## src/cprs_pkg.sv

```systemverilog
// package for the command preset / ramp selector
// assumes signed 16-bit command words, full scale = +/-10000 (0.01 % units)
package cprs_pkg;
  // command word width and full scale
  localparam int CMD_W = 16;
  localparam logic signed [15:0] FULL_SCALE = 16'sh2710;
  // number of preset channels
  localparam int NUM_CH = 6;
  // cable-break hysteresis thresholds in microamps
  localparam logic [15:0] CUR_ON_UA = 16'h0ed8;
  localparam logic [15:0] CUR_OFF_UA = 16'h0e10;
  // ramp tick: one ramp step per millisecond
  localparam int TICK_US = 1000;
  localparam int CLK_MHZ = 40;
  localparam int TICK_CYC = TICK_US * CLK_MHZ;
  // reset values
  localparam logic signed [15:0] RST_OUT = 16'sh0000;
  localparam logic RST_LOOP_OK = 1'b0;
  // combine modes
  typedef enum logic [0:0] {
    CPRS_PRIO = 1'b0,
    CPRS_ADD = 1'b1
  } cprs_comb_t;
  // ramp modes
  typedef enum logic [0:0] {
    CPRS_QUAD = 1'b0,
    CPRS_CHAN = 1'b1
  } cprs_ramp_t;
endpackage

```

## src/cprs_selector.sv

```systemverilog
// command preset selection, ramp generator and cable-break status
// assumes rates/presets come from a nonvolatile parameter store outside,
// filled by the serial configuration link; recall pins are asynchronous
`timescale 1ns/100ps
// Contract
// - 4-20 mA line near zero forces output off
// - enable at 3.8 mA, disable below 3.6
// - cable_break_disable turns detection off
// - six recall inputs enable stored presets
// - recall_combine_select picks priority or additive
// - priority: lowest active channel number wins
// - priority: any active preset overrides external command
// - additive: sum all plus external, saturate
// - preset contributes only while recall asserted
// - ramp_mode_select applies in both combine modes
// - quadrant mode: four rates, channel rates ignored
// - ramp time spans min to max setting
// - channel mode: per-channel rate while on
// - channel mode: release rate after all off
// - channel additive: lowest active channel rate
// - status on cable break or processor fault
// - output proportional to conditioned command
// - parameters held in nonvolatile storage
// - parameters exchanged over serial null-modem link
module cprs_selector #(
  parameter int NCH = cprs_pkg::NUM_CH,
  parameter int TICK_CYCLES = cprs_pkg::TICK_CYC
) (
  // clock, reset, enable
  input wire logic CLOCK,
  input wire logic RST,
  input wire logic CE,
  // command input (already digitised), current in microamps
  input wire logic signed [15:0] EXT_CMD,
  input wire logic [15:0] EXT_CURRENT_UA,
  input wire logic CURRENT_LOOP_MODE,
  // configuration from the parameter store, loaded over the serial link
  input wire logic CABLE_BREAK_DISABLE,
  input wire logic RECALL_COMBINE_SELECT,
  input wire logic RAMP_MODE_SELECT,
  input wire logic [NCH*16-1:0] PRESETS,
  input wire logic [63:0] QUADRANT_RAMP_RATES,
  input wire logic [NCH*16-1:0] CHANNEL_RAMP_RATES,
  input wire logic [15:0] RELEASE_RAMP_RATE,
  input wire logic [15:0] OUT_MIN,
  input wire logic [15:0] OUT_MAX,
  // recall pins and fault
  input wire logic [NCH-1:0] RECALL,
  input wire logic PROC_FAULT,
  // outputs
  output logic signed [15:0] CMD_OUT,
  output logic OUT_ENABLE,
  output logic STATUS
);

  // all state in one struct
  typedef struct packed {
    logic [NCH-1:0] rec_s1;   // first sync stage
    logic [NCH-1:0] rec_s2;   // second sync stage
    logic fault_s1;
    logic fault_s2;
    logic loop_ok;            // hysteresis state
    logic [31:0] tick_cnt;    // ms tick divider
    logic [31:0] acc;         // fractional ramp accumulator
    logic signed [15:0] out;  // ramped output
    logic out_en;
    logic status;
  } cprs_state_t;

  cprs_state_t st;
  cprs_state_t next_st;

  // combinational helpers
  logic signed [19:0] sum;        // wide sum for saturation
  logic signed [15:0] target;
  logic [15:0] rate_ms;           // active ramp time in ms
  logic [15:0] span;              // min..max span
  logic [31:0] step;              // step per tick
  logic any_on;
  logic break_now;
  int low_idx;
  logic [1:0] quad;

  // target selection and ramp rate
  always_comb
  begin
    sum = 20'(EXT_CMD);
    any_on = |st.rec_s2;
    low_idx = 0;
    target = EXT_CMD;
    // lowest active channel found by scanning down
    for (int i = NCH - 1; i >= 0; i--)
    begin
      if (st.rec_s2[i])
        low_idx = i;
    end
    // additive sum of active presets only
    for (int i = 0; i < NCH; i++)
    begin
      if (st.rec_s2[i])
        sum = sum + 20'(signed'(PRESETS[i*16 +: 16]));
    end
    if (RECALL_COMBINE_SELECT == cprs_pkg::CPRS_ADD)
    begin
      // clamp to full scale either way
      if (sum > 20'(cprs_pkg::FULL_SCALE))
        target = cprs_pkg::FULL_SCALE;
      else if (sum < -20'(cprs_pkg::FULL_SCALE))
        target = -cprs_pkg::FULL_SCALE;
      else
        target = sum[15:0];
    end
    else if (any_on)
      target = signed'(PRESETS[low_idx*16 +: 16]);
    // quadrant: bit1 = negative side, bit0 = falling magnitude
    quad[1] = (target < 0) || (target == 0 && st.out < 0);
    quad[0] = quad[1] ? (target > st.out) : (target < st.out);
    if (RAMP_MODE_SELECT == cprs_pkg::CPRS_QUAD)
      rate_ms = QUADRANT_RAMP_RATES[quad*16 +: 16];
    else if (any_on)
      rate_ms = CHANNEL_RAMP_RATES[low_idx*16 +: 16];
    else
      rate_ms = RELEASE_RAMP_RATE;
    // span between min and max settings
    span = (OUT_MAX > OUT_MIN) ? OUT_MAX - OUT_MIN : 16'h0001;
    // zero ramp time means jump straight to target
    step = (rate_ms == 16'h0000) ? 32'hffff_ffff :
      ({16'h0000, span} << 16) / {16'h0000, rate_ms};
  end

  // next-state logic
  always_comb
  begin
    next_st = st;
    next_st.rec_s1 = RECALL;
    next_st.rec_s2 = st.rec_s1;
    next_st.fault_s1 = PROC_FAULT;
    next_st.fault_s2 = st.fault_s1;
    // hysteresis on loop current
    if (EXT_CURRENT_UA >= cprs_pkg::CUR_ON_UA)
      next_st.loop_ok = 1'b1;
    else if (EXT_CURRENT_UA < cprs_pkg::CUR_OFF_UA)
      next_st.loop_ok = 1'b0;
    // break only counts in 4-20 mA mode with detection on
    // uses the new hysteresis state so the enable follows the current in one cycle
    break_now = CURRENT_LOOP_MODE && !CABLE_BREAK_DISABLE && !next_st.loop_ok;
    next_st.out_en = !break_now;
    next_st.status = break_now || st.fault_s2;
    // ramp tick divider
    if (st.tick_cnt >= 32'(TICK_CYCLES - 1))
    begin
      next_st.tick_cnt = 32'h0000_0000;
      // accumulate fractional steps, whole units in upper half
      next_st.acc = st.acc + step;
      if (step == 32'hffff_ffff || 32'(st.acc[31:16]) >=
          32'(target > st.out ? target - st.out : st.out - target))
      begin
        next_st.out = target;
        next_st.acc = 32'h0000_0000;
      end
      else if (target > st.out)
      begin
        next_st.out = st.out + signed'(next_st.acc[31:16]);
        next_st.acc = {16'h0000, next_st.acc[15:0]};
      end
      else if (target < st.out)
      begin
        next_st.out = st.out - signed'(next_st.acc[31:16]);
        next_st.acc = {16'h0000, next_st.acc[15:0]};
      end
    end
    else
      next_st.tick_cnt = st.tick_cnt + 32'h0000_0001;
  end

  // register, frozen while CE is low
  always_ff @(posedge CLOCK or posedge RST)
  begin
    if (RST)
    begin
      st <= '0;
      st.out <= cprs_pkg::RST_OUT;
      st.loop_ok <= cprs_pkg::RST_LOOP_OK;
    end
    else if (CE)
      st <= next_st;
  end

  // outputs from flip-flops; output forced to zero when disabled
  assign CMD_OUT = st.out_en ? st.out : 16'sh0000;
  assign OUT_ENABLE = st.out_en;
  assign STATUS = st.status;

endmodule

```

## config.mk

```make
export PLATFORM = sky130hd
export DESIGN_NAME = cprs_selector
export DESIGN_NICKNAME = d
export VERILOG_FILES = /design/src/cprs_pkg.sv /design/src/cprs_selector.sv
export SDC_FILE = /design/constraint.sdc
export NUM_CORES = 2
export LEC_CHECK = 0
export ABC_AREA = 1
export BUFFER_PORTS_ARGS = -buffer_cell sky130_fd_sc_hd__clkbuf_2
export CAP_MARGIN = 0
export CORE_MARGIN = 3
export CORE_UTILIZATION = 48
export DETAILED_ROUTE_END_ITERATION = 8
export HOLD_SLACK_MARGIN = 0.06
export PLACE_DENSITY = 0.66
export SYNTH_ARGS = -nofsm -noshare
export SYNTH_HDL_FRONTEND = slang
export SYNTH_SLANG_ARGS = --single-unit
```

## constraint.sdc

```tcl
create_clock -name CLOCK -period 248.8 [get_ports CLOCK]
set_input_delay 37.32 -clock CLOCK [delete_from_list [all_inputs] [get_ports CLOCK]]
set_output_delay 37.32 -clock CLOCK [all_outputs]
set_load 0.005 [all_outputs]
```

==> Word-level counts from Yosys, hierarchy flattened <==
Index checks and enable logic that the tools add are counted.
Widths: inputs -> output; s select.
{ "op_classes": {"add_sub_neg": 13, "n_div": 1, "magnitude_cmp": 11, "eq_ne": 1, "n_shift": 3, "mux": 29, "reduce_logical": 15} }
{ "ops": {"columns": ["operator", "n"], "rows": [
  ["$shiftx 96x32->16", 2],
  ["$mux 48", 3],
  ["$mux 16", 8],
  ["$mux 20", 6],
  ["$add 20x16->20", 5],
  ["$mux 32", 3],
  ["$mux 28", 3],
  ["$shiftx 64x7->16", 1],
  ["$sub 16x16->17", 2],
  ["$add 32x1->32 const B", 1],
  ["$add 32x32->32", 1],
  ["$div 32x16->32", 1],
  ["$eq 32x32->1 const B", 1],
  ["$ge 16x32->1", 1],
  ["$ge 32x16->1 const B", 1],
  ["$gt 16x16->1", 2],
  ["$logic_not 32->1", 1],
  ["$lt 16x1->1 const B", 2],
  ["$sub 16x16->16", 2],
  ["$gt 20x15->1 const B", 1],
  ["$lt 20x15->1 const B", 1],
  ["$add 16x16->17", 1],
  ["$add 16x16->16", 1],
  ["$ge 16x12->1 const B", 1],
  ["12 further kinds", 22]
]} }
{ "word_totals": {"ff_bits": 97, "inputBits": 350, "output_inout_bits": 18, "wordCells": 83} }

==> Depth between registers and ports, before layout <==
{ "logic_depth": {"depth_word": 29, "depth_mapped": 756, "depth_no_buf": 708} }

==> Least setup slack after synthesis <==
No wires, ideal clock.
{ "synth_timing": {"kind": "input to register", "from": "input EXT_CMD[0]", "to": "register st[17] (netlist name)", "setup_ns": 0.116, "arrival_time_ns": 131.354, "t_required_ns": 248.684, "slack_ns": 117.329, "path_stages": 728, "path_buffers": 52, "path_cell_list": "ha_1 -> inv_1 -> fa_1 -> inv_1 -> nand2_1 -> nand2_1 -> nand3_1 -> nand2_1 -> nand2_1 -> nand3_1 -> nand2_1 -> ha_1 -> inv_2 -> o21ai_0 -> nor2_1 -> nand2_1 -> nand2_1 -> nand3_1 -> [692 not listed] -> a21oi_1 -> o21bai_1 -> nand2_1 -> inv_1 -> nor2_1 -> o21bai_1 -> a21oi_1 -> o21bai_1 -> nand2_1 -> nand2_1 -> a21oi_1 -> xor2_1 -> nand2_1 -> o21ai_0 -> nand3_1 -> nand2_1 -> nand2_1 -> nand2_1"} }
{ "synth_via": {"elab_chain_cells": 29, "word_cells_on_any_way": 44, "classes_between": "add/sub (11); div (1); order compare (6); eq/ne (1); shift (1); mux (17); reduce/logical (7)"} }
{ "synth_rtl": {"columns": ["element", "line", "rtl"], "rows": [
  ["start, declared", "cprs_selector.sv:34", "input wire logic signed [15:0] EXT_CMD,"],
  ["$add 16x16->17", "cprs_selector.sv:101", "sum = sum + 20'(signed'(PRESETS[i*16 +: 16]));"],
  ["$mux 20", "cprs_selector.sv:100", "if (st.rec_s2[i])"],
  ["$add 20x16->20", "cprs_selector.sv:101", null],
  ["$mux 20", "cprs_selector.sv:100", null],
  ["$add 20x16->20", "cprs_selector.sv:101", null],
  ["$mux 20", "cprs_selector.sv:100", null],
  ["$add 20x16->20", "cprs_selector.sv:101", null],
  ["$mux 20", "cprs_selector.sv:100", null],
  ["$add 20x16->20", "cprs_selector.sv:101", null],
  ["$mux 20", "cprs_selector.sv:100", null],
  ["$add 20x16->20", "cprs_selector.sv:101", null],
  ["$mux 20", "cprs_selector.sv:100", null],
  ["$lt 20x15->1", "cprs_selector.sv:108", "else if (sum < -20'(cprs_pkg::FULL_SCALE))"],
  ["$mux 16", "cprs_selector.sv:108", null],
  ["$mux 16", "cprs_selector.sv:106", "if (sum > 20'(cprs_pkg::FULL_SCALE))"],
  ["$mux 16 (*)", "cprs_selector.sv:103", "if (RECALL_COMBINE_SELECT == cprs_pkg::CPRS_ADD)"],
  ["branches (longest 13 deep; another with $div 32x16->32)", null, null],
  ["end signal, assigned", "cprs_selector.sv:186", "st <= next_st;"],
  ["end, declared", "cprs_selector.sv:70", "cprs_state_t st;"]
]} }
Mark *: on every way between the ends. The select of a mux whose other input is x is not followed.
A chain may end at the register's enable or synchronous reset.

==> Worst setup path after layout <==
{ "layout_timing": {"from": "input EXT_CMD[0]", "to": "register st[16] (netlist name)"} }
The elaborated chain is that of the path after synthesis.

==> results.sh <==
export IMPL_drcViolationCount=0
export IMPL_synth_edf_count=0
export IMPL_layout_commonest_cell="nand2_1"
export IMPL_rsz0062_at_grt="false"
export IMPL_dieArea_mm2=0.0987
export IMPL_wl_per_cell_um=17.1
export IMPL_post_cts_setup_buffers=0
export IMPL_synth_fp_nets=8867
export IMPL_die_h_um=314
export IMPL_cp_startpoint="EXT_CMD[0]"
export IMPL_setup_viol=0
export IMPL_hold_viol=0
export IMPL_layout_common_cells="2131 x nand2_1, 1049 x inv_1, 634 x nor2_1"
export IMPL_cts_hold_buf=0
export IMPL_maxCapViolations=0
export IMPL_cts_resized=0
export IMPL_synthDistinctLibCells=82
export IMPL_diodes=0
export IMPL_min_period_ns=151.77
export IMPL_clockBufferDepth=2
export IMPL_crit_fanout=33
export IMPL_rows=112
export IMPL_slowest_delay_ns=1.01
export IMPL_async_flop_share_pct=100
export IMPL_fmax_ghz=0.00659
export IMPL_finalMaxSlewViolations=0
export IMPL_overflow=0
export IMPL_synth_area_per_cell_um2=5.78
export IMPL_place_gp_congestion=0.979
export IMPL_cpMostUsedCell="a21oi_1"
export IMPL_syn_to_final_growth_pct=6.23
export IMPL_synth_top_area_share_pct=17.6
export IMPL_finalNonFillerCells=9379
export IMPL_place_hpwl_um=132000
export IMPL_routed_via_density=5.53
export IMPL_grt_pass1_vias=48400
export IMPL_dp_cells=9363
export IMPL_netlist_top_cell_by_area="nand2_1"
export IMPL_grt_max_degree=69
export IMPL_tightest_slew_ns=1.21
export IMPL_fin_nets=9098
export IMPL_cp_end_kind="flip-flop"
export IMPL_start_util_pct=48.6
export IMPL_clk_pin_slew_ns=0.07
export IMPL_cp_top_family="compound AO/OA/AOI/OAI gates"
export IMPL_drt_wl_total_um=160000
export IMPL_drt_pass1_iterations=6
export IMPL_cpMaxStageDelayCell="a2111oi_0"
export IMPL_portBuffers=364
export IMPL_fin_skew_ns=0.0166
export IMPL_ios=368
export IMPL_worstHoldStart="next_st[83]"
export IMPL_r2r_start="st[85]"
export IMPL_holdWs_ns=0.478
export IMPL_cp_arrival_ns=152.03
export IMPL_dieWidth_um=314
export IMPL_cts_made_buffers=9
export IMPL_drive_gt1_share_pct=10.2
export IMPL_period_share_pct=61.0
export IMPL_multi_input_area_mm2=0.0378
export IMPL_clk_insertion_delay_late_ns=0.37
export IMPL_setup_tns_final_ns=0
export IMPL_syn_inst=7889
export IMPL_fp_coreArea_mm2=0.0937
export IMPL_drtIter0Drc=4247
export IMPL_grt_usage_pct=31.3
export IMPL_seq_area_mm2=0.00243
export IMPL_crit_buf_inv=112
export IMPL_root_buffer="clkbuf_16"
export IMPL_antenna_found_initial=7
export IMPL_via_count=51900
export IMPL_cts_sinks=97
export IMPL_required_ns=249.06
export IMPL_htree_levels=3
export IMPL_tritoncts="done"
export IMPL_synth_area_leaders="nand2_1 18%, ha_1 17%, inv_1 8.7%"
export IMPL_grt_pass1_wl_um=252000
export IMPL_status="finished clean"
export IMPL_cp_start_kind="input port"
export IMPL_synth_top_flop_cell="dfrtp_1"
export IMPL_yosys_warnings=0
export IMPL_synth_seq_cells=97
export IMPL_yosysSeqAreaShare_pct=5.33
export IMPL_final_antenna_net_count=0
export IMPL_hold_class="flip-flop to flip-flop"
export IMPL_n_fill_cell=9991
export IMPL_relSlewSlack_pct=17.0
export IMPL_netlist_area_mm2=0.0456
export IMPL_critPathKind="input port to flip-flop"
cell usage after synthesis (31+ instances only):
| cell type | number |
|---|---|
| o21bai_1 | 82 |
| ha_1 | 615 |
| nor3_1 | 74 |
| inv_2 | 31 |
| xnor2_1 | 174 |
| nand2_1 | 2133 |
| o21ai_1 | 59 |
| nand3_2 | 61 |
| a21oi_1 | 578 |
| nand3_1 | 557 |
| clkbuf_1 | 96 |
| nand2_2 | 101 |
| dfrtp_1 | 97 |
| o211ai_1 | 41 |
| o21ai_0 | 524 |
| xor2_1 | 248 |
| or2_2 | 79 |
| nor2_1 | 635 |
| inv_1 | 1051 |
| nand4_1 | 111 |
| a21o_1 | 41 |
| nor2_2 | 34 |
routing by layer:
metal	part of all wire [%]	GRT usage, %	vias to the layer above	wire (µm)
met3	6.7	2.94	228	10700
met4	3.0	8.97	2	4800
met1	45	41.6	23600	71700
met5	0.0087	0	-	14
met2	45	53.7	1577	72800
li1	-	-	26500	-
cell families (layout without fill, tap and decap cells):
| group | Yosys count | after routing | share of synthesized area, % |
|---|---|---|---|
| and+or+nand+nor | 3933 | 3933 | 38.3 |
| DFF | 97 | 97 | 5.33 |
| muxes | 4 | 4 | 0.0878 |
| adders and majority gates | 628 | 628 | 17.5 |
| xor gates and xnor gates | 422 | 422 | 8.11 |
| buffers and inverters | 1281 | 1517 | 11.8 |
| AOI/OAI and AO/OA | 1524 | 1524 | 19.0 |
metrics by stage:
| step | setup WS [ns] | cell area [µm²] | utilization (%) |
|---|---|---|---|
| floorplan | 117.33 | 45600 | - |
| global placement | 99.84 | 48100 | 51.3 |
| detailed placement | 98.35 | 48100 | 51.3 |
| CTS | 98.33 | 48400 | 51.6 |
| global route | 84.23 | 48400 | 51.6 |
| finish | 97.03 | 48400 | 51.6 |
registers in the layout, summed over array words and instances (netlist names):
name	cells
STATUS	1
next_st	7
OUT_ENABLE	1
st	88
path summary, 6_finish.rpt:
path                       slack, ns  cells after the start          end
setup / recovery               97.03                    663       st[16]
min in group asynchronous      36.98                      2       st[73]
hold / removal                  0.48                      2  next_st[83]
max in group asynchronous     210.67                      3       st[18]
setup reg to reg              134.20                    660       st[16]
hold reg to reg                 0.48                      2  next_st[83]
final cells by class:
| class | instances | area share, % |
|---|---|---|
| well taps | 1254 | 3.24 |
| multi-input cells | 6511 | 78.1 |
| inverters | 1091 | 8.48 |
| flip-flops and latches | 97 | 5.01 |
| clock buffers | 9 | 0.465 |
| repair buffers | 410 | 4.48 |
| clock inverters | 7 | 0.199 |
worst register-to-register path, delay by kind of cell, from the launching register on:
family	cells	cell delay [ns]
AND/OR/NAND/NOR	243	36.14
buffers and inverters	113	15.40
AO/OA/AOI/OAI	260	48.07
adder cells (fa/ha/maj)	41	13.87
flip-flops	1	0.37
XOR/XNOR	3	0.51
Power is not shown: default switching activity piles up to over one toggle a cycle in this logic, so the estimate is an artifact.
